**src/verilog/synth_freq_pkg.sv**
```systemverilog
// Constants, register map and sequencer states for synthesizer control
package synth_freq_pkg;

  // Register addresses
  localparam logic [6:0] ADDR_OFS_LO  = 7'h73;
  localparam logic [6:0] ADDR_OFS_HI  = 7'h74;
  localparam logic [6:0] ADDR_BAND    = 7'h75;
  localparam logic [6:0] ADDR_FRAC_HI = 7'h76;
  localparam logic [6:0] ADDR_FRAC_LO = 7'h77;
  localparam logic [6:0] ADDR_HOP_CH  = 7'h79;
  localparam logic [6:0] ADDR_HOP_STP = 7'h7a;

  // Reset values
  localparam logic [7:0] RST_OFS_LO  = 8'h00;
  localparam logic [7:0] RST_OFS_HI  = 8'h00;
  localparam logic [7:0] RST_BAND    = 8'h35;
  localparam logic [7:0] RST_FRAC_HI = 8'hbb;
  localparam logic [7:0] RST_FRAC_LO = 8'h80;
  localparam logic [7:0] RST_HOP_CH  = 8'h00;
  localparam logic [7:0] RST_HOP_STP = 8'h00;

  // Field positions inside band_select, and width of the high offset register
  localparam int BAND_HB_BIT   = 5;
  localparam int BAND_SB_BIT   = 6;
  localparam int OFS_HI_WIDTH  = 2;

  // Division arithmetic
  localparam logic [4:0]  BAND_INT_MAX = 5'h17;
  localparam logic [7:0]  N_OFFSET   = 8'h18;
  localparam logic [24:0] FRAC_MOD   = 25'h000_fa00;
  // Loop LSB is 156.25 Hz, doubled in high band: 10 kHz, 625 Hz in LSBs
  localparam logic [6:0]  HOP_UNIT_LB = 7'h40;
  localparam logic [6:0]  HOP_UNIT_HB = 7'h20;
  localparam logic [2:0]  DEV_UNIT_LB = 3'h4;
  localparam logic [2:0]  DEV_UNIT_HB = 3'h2;

  // Sequencer timing
  localparam int CLK_NS    = 50;
  localparam int CAL_NS    = 100000;
  localparam int SETTLE_NS = 100000;
  localparam int CAL_CYC    = (CAL_NS + CLK_NS - 1) / CLK_NS;
  localparam int SETTLE_CYC = (SETTLE_NS + CLK_NS - 1) / CLK_NS;

  typedef enum logic [2:0] {
    ST_OFF,
    ST_CAL,
    ST_SETTLE,
    ST_TUNE,
    ST_TX
  } seq_state_t;

endpackage

```
**src/verilog/sdm_if.sv**
```systemverilog
// Interface between sequencer and fractional modulator
`timescale 1ns/10ps
interface sdm_if;
  logic [15:0] frac;
  logic [7:0]  int_n;
  logic        run;
  logic        step;
  logic [7:0]  div_n;

  modport ctl (output frac, output int_n, output run, output step,
               input div_n);
  modport sdm (input frac, input int_n, input run, input step,
               output div_n);
endinterface

```
**src/verilog/sdm_mash3.sv**
```systemverilog
// Third-order cascaded fractional modulator with modulo accumulators
`timescale 1ns/10ps
module sdm_mash3 #(
  parameter int FRAC_W = 16
) (
  input  wire logic clk_sys,
  input  wire logic srst,
  sdm_if.sdm        bus
);

  localparam logic [16:0] MOD = 17'(synth_freq_pkg::FRAC_MOD);

  // Elaboration check: the fraction port must hold the whole modulus
  if ((1 << FRAC_W) < int'(synth_freq_pkg::FRAC_MOD))
  begin
    $error("FRAC_W too narrow for modulus");
  end

  logic [16:0] acc1_q, acc2_q, acc3_q;
  logic [16:0] s1, s2, s3;
  logic        c1, c2, c3;
  logic        c2_q, c3_q, c3_qq;
  logic [7:0]  div_q;
  logic signed [3:0] y;

  // Each stage wraps at the modulus; carry is its output bit
  always_comb
  begin
    s1 = acc1_q + 17'(bus.frac);
    c1 = (s1 >= MOD);
    if (c1)
      s1 = s1 - MOD;
    s2 = acc2_q + s1;
    c2 = (s2 >= MOD);
    if (c2)
      s2 = s2 - MOD;
    s3 = acc3_q + s2;
    c3 = (s3 >= MOD);
    if (c3)
      s3 = s3 - MOD;
    y = 4'(c1) + 4'(c2) - 4'(c2_q) + 4'(c3) - 4'(2 * c3_q) + 4'(c3_qq);
  end

  // Steps at the reference rate only; cleared to zero while the loop is off
  always_ff @(posedge clk_sys)
  begin
    if (srst || !bus.run)
    begin
      acc1_q <= '0;
      acc2_q <= '0;
      acc3_q <= '0;
      c2_q   <= 1'b0;
      c3_q   <= 1'b0;
      c3_qq  <= 1'b0;
    end
    else if (bus.step)
    begin
      acc1_q <= s1;
      acc2_q <= s2;
      acc3_q <= s3;
      c2_q   <= c2;
      c3_q   <= c3;
      c3_qq  <= c3_q;
    end
  end

  // Instantaneous feedback divide ratio
  always_ff @(posedge clk_sys)
  begin
    if (srst)
      div_q <= '0;
    else if (bus.step)
      div_q <= bus.int_n + 8'(signed'(y));
  end

  assign bus.div_n = div_q;

  acc_wrap_a: assert property (@(posedge clk_sys) disable iff (srst)
    (bus.run && bus.step) |=> (acc1_q ==
      (($past(acc1_q) + 17'($past(bus.frac))) % MOD)))
    else $error("first accumulator did not wrap at modulus");

endmodule

```
**src/verilog/synth_frequency_control.sv**
```systemverilog
// Synthesizer frequency registers, division word and tune sequencer
`timescale 1ns/10ps
module synth_frequency_control (
  input  wire logic       clk_sys,
  input  wire logic       srst,
  input  wire logic       reg_wr,
  input  wire logic [6:0] reg_addr,
  input  wire logic [7:0] reg_wdata,
  output logic      [7:0] reg_rdata_q,
  input  wire logic       synth_enable,
  input  wire logic       tx_enable,
  input  wire logic       fifo_mode,
  input  wire logic       packet_active,
  input  wire logic       fsk_enable,
  input  wire logic       tx_symbol,
  input  wire logic [8:0] deviation_field,
  output logic      [7:0] div_ratio_q,
  output logic            band_high_q,
  output logic            pll_on_q,
  output logic            vco_cal_q,
  output logic            tx_active_q
);

  synth_freq_pkg::seq_state_t state_q;
  logic [7:0]  offset_lo_q, offset_hi_q, band_q, frac_hi_q, frac_lo_q;
  logic [7:0]  hop_ch_q, hop_stp_q;
  logic [11:0] cnt_q;
  logic        hop_pend_q, ref_ph_q;
  logic signed [25:0] word_q, base_word, mod_word;
  logic [24:0] pos_word, quot;
  logic [7:0]  n_q;
  logic [15:0] f_q;
  logic        hop_wr, enter_cal, retune;
  sdm_if       sdm_bus ();

  // Register writes; band_integer above its range is held at 23
  always_ff @(posedge clk_sys)
  begin
    if (srst)
    begin
      offset_lo_q <= synth_freq_pkg::RST_OFS_LO;
      offset_hi_q <= synth_freq_pkg::RST_OFS_HI;
      band_q      <= synth_freq_pkg::RST_BAND;
      frac_hi_q   <= synth_freq_pkg::RST_FRAC_HI;
      frac_lo_q   <= synth_freq_pkg::RST_FRAC_LO;
      hop_ch_q    <= synth_freq_pkg::RST_HOP_CH;
      hop_stp_q   <= synth_freq_pkg::RST_HOP_STP;
    end
    else if (reg_wr)
    begin
      unique case (reg_addr)
        synth_freq_pkg::ADDR_OFS_LO:  offset_lo_q <= reg_wdata;
        synth_freq_pkg::ADDR_OFS_HI:
          offset_hi_q <= {6'h00, reg_wdata[1:0]};
        synth_freq_pkg::ADDR_BAND:
        begin
          band_q[7:5] <= {1'b0, reg_wdata[6:5]};
          band_q[4:0] <= (reg_wdata[4:0] > synth_freq_pkg::BAND_INT_MAX)
                         ? synth_freq_pkg::BAND_INT_MAX
                         : reg_wdata[4:0];
        end
        synth_freq_pkg::ADDR_FRAC_HI: frac_hi_q <= reg_wdata;
        synth_freq_pkg::ADDR_FRAC_LO: frac_lo_q <= reg_wdata;
        synth_freq_pkg::ADDR_HOP_CH:  hop_ch_q  <= reg_wdata;
        synth_freq_pkg::ADDR_HOP_STP: hop_stp_q <= reg_wdata;
        default: ;
      endcase
    end
  end

  // Read data is registered; unmapped addresses read zero
  always_ff @(posedge clk_sys)
  begin
    if (srst)
      reg_rdata_q <= 8'h00;
    else
    begin
      unique case (reg_addr)
        synth_freq_pkg::ADDR_OFS_LO:  reg_rdata_q <= offset_lo_q;
        synth_freq_pkg::ADDR_OFS_HI:  reg_rdata_q <= offset_hi_q;
        synth_freq_pkg::ADDR_BAND:    reg_rdata_q <= band_q;
        synth_freq_pkg::ADDR_FRAC_HI: reg_rdata_q <= frac_hi_q;
        synth_freq_pkg::ADDR_FRAC_LO: reg_rdata_q <= frac_lo_q;
        synth_freq_pkg::ADDR_HOP_CH:  reg_rdata_q <= hop_ch_q;
        synth_freq_pkg::ADDR_HOP_STP: reg_rdata_q <= hop_stp_q;
        default:                      reg_rdata_q <= 8'h00;
      endcase
    end
  end

  // Nominal word in loop LSBs: integer, fraction, signed offset, hop
  always_comb
  begin
    base_word = 26'(band_q[4:0]) * 26'(synth_freq_pkg::FRAC_MOD)
              + 26'({frac_hi_q, frac_lo_q})
              + 26'(signed'({offset_hi_q[1:0], offset_lo_q}))
              + 26'(hop_ch_q) * 26'(hop_stp_q)
                * 26'(band_q[synth_freq_pkg::BAND_HB_BIT] ?
                      synth_freq_pkg::HOP_UNIT_HB :
                      synth_freq_pkg::HOP_UNIT_LB);
  end

  // Deviation steps the fraction per symbol while transmitting
  always_comb
  begin
    mod_word = word_q;
    if (state_q == synth_freq_pkg::ST_TX && fsk_enable)
    begin
      if (tx_symbol)
        mod_word = word_q + 26'(deviation_field) * 26'(
          band_q[synth_freq_pkg::BAND_HB_BIT] ?
          synth_freq_pkg::DEV_UNIT_HB : synth_freq_pkg::DEV_UNIT_LB);
      else
        mod_word = word_q - 26'(deviation_field) * 26'(
          band_q[synth_freq_pkg::BAND_HB_BIT] ?
          synth_freq_pkg::DEV_UNIT_HB : synth_freq_pkg::DEV_UNIT_LB);
    end
    pos_word = mod_word[25] ? 25'h000_0000 : mod_word[24:0];
    quot     = pos_word / synth_freq_pkg::FRAC_MOD;
  end

  // Split into integer ratio and fraction; integer carries offset 24
  always_ff @(posedge clk_sys)
  begin
    if (srst)
    begin
      n_q <= synth_freq_pkg::N_OFFSET;
      f_q <= 16'h0000;
    end
    else
    begin
      n_q <= synth_freq_pkg::N_OFFSET + quot[7:0];
      f_q <= 16'(pos_word % synth_freq_pkg::FRAC_MOD);
    end
  end

  assign hop_wr = reg_wr && (reg_addr == synth_freq_pkg::ADDR_HOP_CH ||
                             reg_addr == synth_freq_pkg::ADDR_HOP_STP);
  // A packet in flight from the FIFO holds the old frequency
  assign retune = hop_pend_q && !(fifo_mode && packet_active);
  assign enter_cal =
    (state_q == synth_freq_pkg::ST_OFF && (synth_enable || tx_enable)) ||
    (state_q == synth_freq_pkg::ST_TX && tx_enable && retune);

  // Pending hop change; a new write wins over the clear
  always_ff @(posedge clk_sys)
  begin
    if (srst)
      hop_pend_q <= 1'b0;
    else if (hop_wr && state_q == synth_freq_pkg::ST_TX)
      hop_pend_q <= 1'b1;
    else if (enter_cal || state_q == synth_freq_pkg::ST_OFF)
      hop_pend_q <= 1'b0;
  end

  // Word is captured only on entry to calibration
  always_ff @(posedge clk_sys)
  begin
    if (srst)
      word_q <= '0;
    else if (enter_cal)
      word_q <= base_word;
  end

  // Sequencer: power-up calibration, then retunes on enable and on a hop change in TX
  always_ff @(posedge clk_sys)
  begin
    if (srst)
    begin
      state_q <= synth_freq_pkg::ST_CAL;
      cnt_q   <= 12'(synth_freq_pkg::CAL_CYC - 1);
    end
    else
    begin
      unique case (state_q)
        synth_freq_pkg::ST_OFF:
          if (enter_cal)
          begin
            state_q <= synth_freq_pkg::ST_CAL;
            cnt_q   <= 12'(synth_freq_pkg::CAL_CYC - 1);
          end
        synth_freq_pkg::ST_CAL:
          if (cnt_q == 12'h000)
          begin
            state_q <= synth_freq_pkg::ST_SETTLE;
            cnt_q   <= 12'(synth_freq_pkg::SETTLE_CYC - 1);
          end
          else
            cnt_q <= cnt_q - 12'h001;
        synth_freq_pkg::ST_SETTLE:
          if (cnt_q != 12'h000)
            cnt_q <= cnt_q - 12'h001;
          else if (tx_enable)
            state_q <= synth_freq_pkg::ST_TX;
          else if (synth_enable)
            state_q <= synth_freq_pkg::ST_TUNE;
          else
            state_q <= synth_freq_pkg::ST_OFF;
        synth_freq_pkg::ST_TUNE:
          if (tx_enable)
            state_q <= synth_freq_pkg::ST_TX;
          else if (!synth_enable)
            state_q <= synth_freq_pkg::ST_OFF;
        synth_freq_pkg::ST_TX:
          if (!tx_enable)
            state_q <= synth_enable ? synth_freq_pkg::ST_TUNE :
                                      synth_freq_pkg::ST_OFF;
          else if (retune)
          begin
            // Back through calibration and settling, then TX resumes
            state_q <= synth_freq_pkg::ST_CAL;
            cnt_q   <= 12'(synth_freq_pkg::CAL_CYC - 1);
          end
      endcase
    end
  end

  // Half-rate phase stands in for the 10 MHz reference tick
  always_ff @(posedge clk_sys)
  begin
    if (srst)
      ref_ph_q <= 1'b0;
    else
      ref_ph_q <= !ref_ph_q;
  end

  assign sdm_bus.frac  = f_q;
  assign sdm_bus.int_n = n_q;
  assign sdm_bus.step  = ref_ph_q;
  assign sdm_bus.run   = (state_q == synth_freq_pkg::ST_SETTLE ||
                          state_q == synth_freq_pkg::ST_TUNE ||
                          state_q == synth_freq_pkg::ST_TX);

  sdm_mash3 #(
    .FRAC_W (16)
  ) u_sdm (
    .clk_sys (clk_sys),
    .srst    (srst),
    .bus     (sdm_bus.sdm)
  );

  // Status outputs, all registered
  always_ff @(posedge clk_sys)
  begin
    if (srst)
    begin
      div_ratio_q <= 8'h00;
      band_high_q <= 1'b0;
      pll_on_q    <= 1'b0;
      vco_cal_q   <= 1'b0;
      tx_active_q <= 1'b0;
    end
    else
    begin
      div_ratio_q <= sdm_bus.div_n;
      band_high_q <= band_q[synth_freq_pkg::BAND_HB_BIT];
      pll_on_q    <= sdm_bus.run;
      vco_cal_q   <= (state_q == synth_freq_pkg::ST_CAL);
      tx_active_q <= (state_q == synth_freq_pkg::ST_TX);
    end
  end

  band_clamp_a: assert property (@(posedge clk_sys) disable iff (srst)
    (reg_wr && reg_addr == synth_freq_pkg::ADDR_BAND &&
     reg_wdata[4:0] > 5'h17) |=> band_q[4:0] == 5'h17)
    else $error("band_integer not clamped to 23");

  cal_load_a: assert property (@(posedge clk_sys) disable iff (srst)
    (state_q != synth_freq_pkg::ST_CAL ##1
     state_q == synth_freq_pkg::ST_CAL) |->
     cnt_q == 12'(synth_freq_pkg::CAL_CYC - 1))
    else $error("calibration count not loaded");

  cal_count_a: assert property (@(posedge clk_sys) disable iff (srst)
    (state_q == synth_freq_pkg::ST_CAL && cnt_q != 12'h000) |=>
    (state_q == synth_freq_pkg::ST_CAL && cnt_q == $past(cnt_q) - 12'h001))
    else $error("calibration count broken");

  hop_retune_a: assert property (@(posedge clk_sys) disable iff (srst)
    (state_q == synth_freq_pkg::ST_TX && tx_enable && hop_pend_q &&
     !(fifo_mode && packet_active)) |=> state_q == synth_freq_pkg::ST_CAL)
    else $error("hop change did not retune");

  hop_mark_a: assert property (@(posedge clk_sys) disable iff (srst)
    (hop_wr && state_q == synth_freq_pkg::ST_TX) |=> hop_pend_q)
    else $error("hop write in TX not recorded");

  packet_hold_a: assert property (@(posedge clk_sys) disable iff (srst)
    (state_q == synth_freq_pkg::ST_TX && tx_enable && fifo_mode &&
     packet_active) |=> state_q == synth_freq_pkg::ST_TX)
    else $error("retune inside FIFO packet");

  tune_entry_a: assert property (@(posedge clk_sys) disable iff (srst)
    (state_q == synth_freq_pkg::ST_SETTLE && cnt_q == 12'h000 &&
     synth_enable && !tx_enable) |=> state_q == synth_freq_pkg::ST_TUNE)
    else $error("tune not entered after settling");

  word_latch_a: assert property (@(posedge clk_sys) disable iff (srst)
    (state_q == synth_freq_pkg::ST_OFF && (synth_enable || tx_enable)) |=>
    word_q == $past(base_word))
    else $error("word not captured on enable");

  frac_range_a: assert property (@(posedge clk_sys) disable iff (srst)
    (n_q >= 8'h18) && (32'(f_q) < 32'h0000_fa00))
    else $error("integer or fraction out of range");

endmodule

```
**config.mk**
```make
export PLATFORM = sky130hd
export DESIGN_NAME = synth_frequency_control
export DESIGN_NICKNAME = d
export VERILOG_FILES = /design/src/verilog/synth_freq_pkg.sv /design/src/verilog/sdm_if.sv /design/src/verilog/sdm_mash3.sv /design/src/verilog/synth_frequency_control.sv
export SDC_FILE = /design/constraint.sdc
export NUM_CORES = 1
export LEC_CHECK = 0
export BUFFER_PORTS_ARGS = -buffer_cell sky130_fd_sc_hd__buf_2
export CORE_MARGIN = 8
export CORE_UTILIZATION = 55
export DETAILED_ROUTE_END_ITERATION = 8
export HOLD_SLACK_MARGIN = 0.02
export MAX_ROUTING_LAYER = met4
export PLACE_DENSITY = 0.72
export SLEW_MARGIN = 15
export SYNTH_ARGS = -nofsm -noshare
export SYNTH_HDL_FRONTEND = slang
export SYNTH_SLANG_ARGS = --single-unit
```
**constraint.sdc**
```tcl
create_clock -name clk_sys -period 12.3 [get_ports clk_sys]
set_clock_uncertainty 0.05 [all_clocks]
set_input_delay 1.23 -clock clk_sys [delete_from_list [all_inputs] [get_ports clk_sys]]
set_output_delay 1.23 -clock clk_sys [all_outputs]
set_load 0.005 [all_outputs]
```
After elaboration in Yosys (flattened, before gate mapping)

Index checks and enable logic that the tools add are counted.

Register bits after elaboration: 198
Bits of input ports: 33
Output and inout bits: 20
Logic and storage cells: 135

Add/sub/neg operators: 19
Multipliers: 4
Div/mod/pow operators: 2
$lt $le $gt $ge: 4
Equal/unequal tests: 19
Multiplexer cells: 28
Reduce and logical (&&, ||, !) cells: 32

Operators with widths:

| operator                                                                               | number |
|---|---|
| 12-bit two-way mux                                                                     | 5 |
| 8-bit case mux with 7 select lines                                                     | 1 |
| 26-bit two-way mux                                                                     | 2 |
| 17-bit by 16-bit greater-or-equal comparator with 1-bit output (second input constant) | 3 |
| 17-bit two-way mux                                                                     | 3 |
| 17-bit by 16-bit subtractor with 17-bit output (second input constant)                 | 3 |
| 7-bit equality test (second input constant)                                            | 7 |
| 12-bit case mux with 4 select lines                                                    | 1 |
| 17-bit adder                                                                           | 2 |
| 3-bit two-way mux                                                                      | 9 |
| 26-bit adder                                                                           | 1 |
| 26-bit by 12-bit subtractor with 26-bit output                                         | 1 |
| 24-bit by 24-bit adder with 25-bit output                                              | 1 |
| 25-bit by 16-bit divider with 25-bit output (second input constant)                    | 1 |
| 25-bit by 16-bit modulo with 25-bit output (second input constant)                     | 1 |
| 25-bit two-way mux                                                                     | 1 |
| 23-bit by 10-bit adder with 24-bit output                                              | 1 |
| 16-bit by 7-bit multiplier with 23-bit output                                          | 1 |
| 21-bit by 16-bit adder with 22-bit output                                              | 1 |
| 17-bit by 16-bit adder with 17-bit output                                              | 1 |
| 8-bit by 8-bit multiplier with 16-bit output                                           | 1 |
| 3-bit case mux with 5 select lines                                                     | 1 |
| 2-bit AND reduction                                                                    | 7 |
| 12-bit logical NOT                                                                     | 1 |
| 27 further kinds                                                                       | 52 |

Depth between registers and ports, before layout

Gate-level depths: netlist of the first run.

Depth in word-level cells: 12
Gate-level depth with buffers: 62
Mapped depth without buffers: 61

By module

Synthesis of the first run repeated with hierarchy kept, for this count alone.

Cell total of the unflattened synthesis: 2,779
Area, all modules: 21,725.8 µm²

By module, submodules not included:

| module                  | times used | cells an instance | area an instance (µm²) | sequential area each (µm²) |
|---|---|---|---|---|
| synth_frequency_control | 1          | 2,040             | 15,757.6               | 2,702.6 |
| sdm_mash3               | 1          | 739               | 5,968.2                | 1,241.2 |

Worst setup path after synthesis of the first run

No wires, ideal clock.

Kind: input-to-reg
Start point: input deviation_field[0]
End point: register f_q[10]
Library setup time: 0.069 ns
Data arrival time: 10.130 ns
Data required time: 12.181 ns
Setup slack: 2.051 ns
Cell stages on the path: 40
Buffers on the path: 5
Cell sequence: or2_2 nor3_1 nand2_1 nor4_1 nor2b_1 nor2_1 ha_1 clkbuf_1 a21oi_1 o211ai_1 a221oi_2 mux2_2 a31oi_1 nand2_1 a32oi_2 a21oi_2 a32oi_4 or3_1 [4 not listed] a31o_1 buf_6 mux2_4 a31oi_4 a31oi_2 nor3_2 mux2_4 buf_6 a221o_1 nor3_4 mux2_4 nand2b_1 o311a_1 or2_2 a41o_1 buf_6 a211o_1 o21ai_1

Cells in the longest elaborated chain, start to end: 6
Elaborated cells on any way between the ends: 7
Classes of those cells: add/sub (2); mul (1); div (1); mux (3)

RTL lines:

| element                                                                               | line                                                           | source |
|---|---|---|
| from (decl)                                                                           | synth_frequency_control.sv:16                                  | `input wire logic [8:0] deviation_field,` |
| 9-bit by 3-bit multiplier with 12-bit output *                                        | synth_frequency_control.sv:110, synth_frequency_control.sv:114 |  |
| 26-bit by 12-bit subtractor with 26-bit output / 26-bit adder (equally long branches) | synth_frequency_control.sv:114, synth_frequency_control.sv:110 |  |
| 26-bit two-way mux *                                                                  | synth_frequency_control.sv:109                                 | `if (tx_symbol)` |
| 26-bit two-way mux *                                                                  | synth_frequency_control.sv:107                                 | `if (state_q == synth_freq_pkg::ST_TX && fsk_enable)` |
| 25-bit two-way mux *                                                                  | synth_frequency_control.sv:118                                 | `pos_word = mod_word[25] ? 25'h000_0000 : mod_word[24:0];` |
| 25-bit by 16-bit modulo with 25-bit output *                                          | synth_frequency_control.sv:133                                 | `f_q <= 16'(pos_word % synth_freq_pkg::FRAC_MOD);` |
| to (signal assigned)                                                                  | synth_frequency_control.sv:133                                 |  |
| to (decl)                                                                             | synth_frequency_control.sv:32                                  | `logic [15:0] f_q;` |

Mark *: on every way between the ends. The rest lies on a longest branch, timed or not.
A chain may end at the register's enable or synchronous reset.

Worst setup path after layout of the first run

Start point: input deviation_field[0]
End point: register f_q[11]

The elaborated chain is that of the path after synthesis.

==> results of run 1 <==
==> stage by stage <==
stage	utilization, %	worst slack [ns]	instances
floorplan	-	2.05	2622
global placement	56.4	0.524	3035
detailed placement	56.4	0.158	3035
CTS	58.1	0.587	3067
global route	58.3	-0.00797	3078
finish	58.3	0.672	3078
==> cells by family (layout without fill, tap and decap cells) <==
logic type,Yosys count,in the layout,share of synthesized area [%]
xor+xnor,174,174,7.42
mux,108,108,5.54
fa+ha+maj,282,282,19.8
flops,197,197,19.1
simple gates,808,808,18.6
other cells,1,15,0.0182
compound gates,684,684,22.5
buf+inv,358,336,6.96
==> per-layer routing <==
metal	vias up	global-route usage, %	part of all wire, %
li1	9061	-	-
met1	8515	29.3	44
met2	496	41.6	48
met3	121	2.48	4.0
met4	0	10.9	4.1
met5	-	-	0
==> timing repair <==
| item | in CTS | in global routing |
|---|---|---|
| resized for setup | 0 | 7 |
| buffers inserted | 0 | 7 |
| endpoints found under the setup margin | 0 | 8 |
==> power groups by stage <==
stage,logic (uW),clock network [uW],registers [uW]
finish,938,601,710
global route,1040,630,715
CTS,922,608,710
detailed placement,916,0,725
global placement,901,0,724
floorplan,742,0,705
==> synthesized netlist by cell type (7+ instances only) <==
cell and number:
o21bai_1 63, or3_1 10, a22o_1 7, o21a_1 17, or2_2 10, o211a_1 10, o31ai_1 12, mux2i_1 81
a21o_1 31, clkbuf_1 92, buf_1 10, nand3_1 62, or2_1 8, buf_6 10, a22oi_1 19, nor3_1 38
inv_1 233, nand2b_1 25, nor3b_1 7, nand2_1 288, a21boi_0 7, buf_2 11, or4_1 11, mux2_2 21
o211ai_1 25, xor2_1 26, fa_1 73, nand4_1 15, dfxtp_1 197, a21oi_1 244, xnor2_1 147, o21ai_0 72
a211oi_1 27, and3_1 18, o21ai_1 15, nor2b_1 25, ha_1 208, a21oi_2 8, a31oi_1 15, nor4_1 9
o22ai_1 9, and2_1 58, nor2_1 196
==> state kept, by name (all words and copies together), names as in the netlist, 12 cells and up <==
| register | cells |
|---|---|
| u_sdm.acc1_q | 17 |
| f_q | 16 |
| cnt_q | 12 |
| u_sdm.acc3_q | 17 |
| u_sdm.acc2_q | 17 |
| word_q | 25 |
==> worst max-delay path, delay by kind of cell <==
| family | cells | cell delay (ns) |
|---|---|---|
| xor+xnor | 1 | 0.37 |
| fa+ha+maj | 1 | 0.40 |
| simple gates | 13 | 4.12 |
| buf+inv | 2 | 0.31 |
| mux | 2 | 0.45 |
| compound gates | 19 | 5.08 |
==> final timing paths <==
path	depth (start not counted)	to	slack [ns]	start
setup / recovery	38	f_q[11]	0.67	deviation_field[0]
hold / removal	2	f_q[0]	0.39	word_q[0]
setup reg to reg	38	f_q[11]	0.89	band_q[5]
hold reg to reg	2	f_q[0]	0.39	word_q[0]
==> area by class of cell <==
type	count	area (um^2)	area share, %
multi-input combinational	2067	15300	70.4
sequential	197	3950	18.1
inverter	234	878	4.04
tap	474	593	2.73
clock buffer	18	429	1.97
timing repair buffer	70	398	1.83
clock inverter	14	185	0.851
antenna	4	10.0	0.0460
==> placed cells by master (no fill, tap or decap), drive strengths merged, types with 58 or more instances in the layout <==
master	n
o21bai	63
buf	70
xnor2	147
fa	73
mux2i	83
ha	208
nor2	197
o21ai	87
inv	239
nand2	288
nand3	63
dfxtp	197
and2	58
a21oi	252
==> results.py, run 1 <==
metrics = {
    "outcome": {
        "status": "completed",
    },
    "clock_tree": {
        "clkSlewWorstSetupHoldPaths_ns": 0.07,
        "cts_htree_levels": 4,
        "cts_tree": "built",
        "holdBufCountCts": 0,
        "cts-root-buf": "clkbuf_16",
        "clk_path_buf_depth": 2,
        "cts_buffers": 17,
        "cts.sinks": 197,
        "insertion_delay_ns": 0.47,
    },
    "pwr": {
        "clock_power_share_pct": 26.7,
        "peakVddDrop_mv": 0.101,
        "p_int_uw": 1330,
        "seqPwrFrac_pct": 31.6,
        "combPwrFrac_pct": 41.7,
        "p_sw_uw": 914,
        "switching_share_pct": 40.6,
        "powerDensity_mw_per_mm2": 103,
        "leakagePower_uw": 0.00961,
        "fin_total_pwr_uw": 2250,
    },
    "timing": {
        "max_freq_ghz": 0.0860,
        "hold_violations": 0,
        "finalCritPeriodShare_pct": 94.5,
        "tightest_slew_ns": 1.11,
        "setup_tns_ns": 0,
        "timing.hold.ws_ns": 0.391,
        "setup_viol": 0,
        "slew_headroom_pct": 26.1,
        "report.final.slew_viol_count": 0,
        "min_period_ns": 11.63,
    },
    "worst_setup_path": {
        "max_stage_delay_ns": 0.56,
        "cp_data_arrival_time_ns": 11.97,
        "critPathSlowestCell": "or4_4",
        "worstSetupPathType": "primary input to flip-flop",
        "cp-start-kind": "primary input",
        "required_ns": 12.64,
        "worstSetupEndpointType": "flip-flop",
        "crit_fanout": 11,
    },
    "place": {
        "hpwl_um": 41800,
        "place_congestion": 0.994,
        "placed_cell_area_mm2": 0.0211,
        "io_buffers": 52,
    },
    "synthesis": {
        "syn-cell-area_mm2": 0.0206,
        "synth_top_area_share_pct": 19.1,
        "synth.largest_area_cell": "dfxtp_1",
        "ys_types": 117,
        "synth.area.top_cells": "dfxtp_1, ha_1, fa_1, xnor2_1, a21oi_1",
        "avgSynthCellArea_um2": 7.90,
        "syn_inst": 2612,
        "async_flop_share_pct": 0,
        "synth-seq-area-share_pct": 19.1,
        "synth_edf_count": 0,
        "ys.flop_type": "dfxtp_1",
        "ys_ff_latch": 197,
        "yosysWarnings": 0,
    },
    "global_routing": {
        "grt_max_degree": 75,
        "antenna_found_initial": 4,
        "grt_pass1_vias": 17547,
        "grt_overflow": 0,
        "grt_pass1_wl_um": 87400,
        "grt_usage_pct": 24.5,
    },
    "die": {
        "initial_core_util_pct": 55.3,
        "ios": 53,
        "die_height_um": 210,
        "coreArea_mm2": 0.0373,
        "rows": 71,
        "fp.dieW_um": 210,
        "fp.dieArea_mm2": 0.0440,
    },
    "run": {
        "max_cap_viol_count": 0,
    },
    "cells_and_area": {
        "final_nets": 2901,
        "final.fill_count": 3427,
        "final_area_mm2": 0.0218,
        "drive_gt1_share_pct": 7.65,
        "area_growth_pct": 5.51,
    },
    "drt": {
        "first_iter_violations": 972,
        "vias": 18193,
        "via_per_inst": 5.91,
        "drt.antenna.violating_nets": 0,
        "routedWlPerCell_um": 17.3,
        "drtPass1Iterations": 5,
        "routed_wl_um": 53400,
        "drc": 0,
    },
    "min_path": {
        "hold_path.class": "flip-flop to flip-flop",
    },
}
Note: power is estimated with default switching activity, not from simulation.
==> run 2, diff against run 1 <==
--- a/config.mk
+++ b/config.mk
@@ -7,11 +7,11 @@
 export LEC_CHECK = 0
 export BUFFER_PORTS_ARGS = -buffer_cell sky130_fd_sc_hd__buf_2
 export CORE_MARGIN = 8
-export CORE_UTILIZATION = 55
+export CORE_UTILIZATION = 50
 export DETAILED_ROUTE_END_ITERATION = 8
 export HOLD_SLACK_MARGIN = 0.02
 export MAX_ROUTING_LAYER = met4
-export PLACE_DENSITY = 0.72
+export PLACE_DENSITY = 0.66
 export SLEW_MARGIN = 15
 export SYNTH_ARGS = -nofsm -noshare
 export SYNTH_HDL_FRONTEND = slang
==> results.py, run 2 (synthesis gave the netlist of run 1 again) <==
metrics = {
    "clock_tree": {
        "insertion_delay_ns": 0.48,
        "cts_tree": "built",
        "clk_path_buf_depth": 2,
        "cts_buffers": 17,
        "cts-root-buf": "clkbuf_16",
        "clkSlewWorstSetupHoldPaths_ns": 0.07,
        "holdBufCountCts": 0,
        "cts.sinks": 197,
        "cts_htree_levels": 4,
    },
    "worst_setup_path": {
        "reg2reg_setup_slack_ns": 1.13,
        "cp-start-kind": "primary input",
        "worstSetupPathType": "primary input to flip-flop",
        "required_ns": 12.66,
        "critPathSlowestCell": "or4_1",
        "cp_data_arrival_time_ns": 11.87,
        "crit_fanout": 12,
        "worstSetupEndpointType": "flip-flop",
        "r2r_cells": 38,
        "max_stage_delay_ns": 0.50,
        "r2r_end": "f_q[11]",
        "reg2reg_from": "band_q[5]",
    },
    "cells_and_area": {
        "final_common_cell": "nand2_1",
        "final_util_pct": 53.6,
        "layout_common_cells": "nand2_1, a21oi_1, inv_1, ha_1, nor2_1",
        "largest_reg_flops": 25,
        "final_nets": 2905,
        "regMostFlops": "word_q",
        "area_growth_pct": 5.88,
        "drive_gt1_share_pct": 7.91,
        "final_area_mm2": 0.0218,
    },
    "global_routing": {
        "grt_pass1_vias": 17314,
        "grt_overflow": 0,
        "antenna_found_initial": 3,
        "grt_pass1_wl_um": 87300,
        "grt_max_degree": 77,
        "grt_usage_pct": 22.9,
    },
    "timing": {
        "min_period_ns": 11.51,
        "max_freq_ghz": 0.0869,
        "tightest_slew_ns": 0.922,
        "report.final.slew_viol_count": 0,
        "setup_tns_ns": 0,
        "finalCritPeriodShare_pct": 93.5,
        "slew_headroom_pct": 38.5,
        "setup_ws_ns": 0.794,
        "setup_viol": 0,
        "rsz0062_at_grt": "false",
        "hold_violations": 0,
        "timing.hold.ws_ns": 0.388,
    },
    "drt": {
        "via_per_inst": 5.77,
        "vias": 18112,
        "drt.antenna.violating_nets": 0,
        "first_iter_violations": 1043,
        "drc": 0,
        "drtPass1Iterations": 5,
        "routedWlPerCell_um": 17.1,
        "routed_wl_um": 53600,
    },
    "place": {
        "placed_cell_area_mm2": 0.0212,
        "place_congestion": 0.966,
        "post-place-ws_ns": 0.203,
        "io_buffers": 52,
        "hpwl_um": 42300,
    },
    "die": {
        "rows": 74,
        "coreArea_mm2": 0.0407,
        "ios": 53,
        "fp.dieArea_mm2": 0.0480,
        "die_height_um": 219,
        "initial_core_util_pct": 50.6,
        "fp.dieW_um": 219,
    },
    "min_path": {
        "holdPathEnd": "f_q[0]",
        "hold_path.class": "flip-flop to flip-flop",
        "hold_start": "word_q[0]",
        "hold_depth": 2,
    },
    "run": {
        "max_cap_viol_count": 0,
    },
    "pwr": {
        "clock_power_share_pct": 25.3,
        "seqPwrFrac_pct": 32.2,
        "peakVddDrop_mv": 0.119,
        "switching_share_pct": 40.5,
        "leakagePower_uw": 0.00961,
        "powerDensity_mw_per_mm2": 101,
        "p_sw_uw": 896,
        "p_int_uw": 1320,
        "combPwrFrac_pct": 42.5,
    },
    "outcome": {
        "status": "completed",
    },
}
## run 2: cell types whose count changed in the layout (fill, tap and decap cells not counted), moves of 2 or more
cell	delta
clkinvlp_4	+3
buf_4	+4
clkinv_4	-2
clkinv_2	+2
## run 2: layout make-up
class	instances	area (um^2)
Inverter	234	878
Fill cell	3929	18900
Antenna cell	4	10.0
Timing Repair Buffer	74	428
Tap cell	532	666
Multi-Input combinational cell	2067	15300
Clock buffer	18	439
Clock inverter	14	143
Sequential cell	197	3950
## run 2: per-stage QoR
step	total power [uW]	instances
final	2210	3140
after floorplan	1450	2622
after CTS	2220	3131
after global placement	1640	3099
after detailed placement	1650	3099
after global routing	2360	3139
## run 2: power by group through the flow
stage / registers [uW] / logic [uW] / clock network (uW)
final: 713 / 939 / 560
after global routing: 716 / 1040 / 598
after CTS: 712 / 926 / 579
after detailed placement: 727 / 921 / 0
after global placement: 726 / 912 / 0
after floorplan: 705 / 742 / 0
## run 2: worst max path at each step
stage	startpoint	end	slack (ns)	depth (start not counted)
global route	deviation_field[0]	f_q[11]	0.008	37
detailed placement	deviation_field[0]	f_q[11]	0.20	37
global placement	deviation_field[0]	f_q[11]	0.49	37
finish	deviation_field[1]	f_q[11]	0.79	38
floorplan	deviation_field[0]	f_q[10]	2.05	40
CTS	deviation_field[0]	f_q[11]	0.69	37
## run 2: timing repair
action | CTS | global route
setup endpoints to repair | 0 | 10
buffers inserted | 0 | 5
resized for setup | 0 | 8
## run 2: routing by layer
layer / up-vias / GRT usage (%) / wire length (um)
li1: 9063 / - / -
met1: 8498 / 27.3 / 23400
met2: 444 / 38.5 / 26300
met3: 107 / 2.92 / 2060
met4: 0 / 9.65 / 1850
met5: - / - / 0
## run 2: critical path: cells and delay by family
family                     cells  cell delay [ns]
adders and majority gates      2             0.59
xor gates and xnor gates       1             0.38
and+or+nand+nor               11             3.46
buffers and inverters          1             0.12
AOI/OAI and AO/OA             18             4.64
muxes                          5             1.42
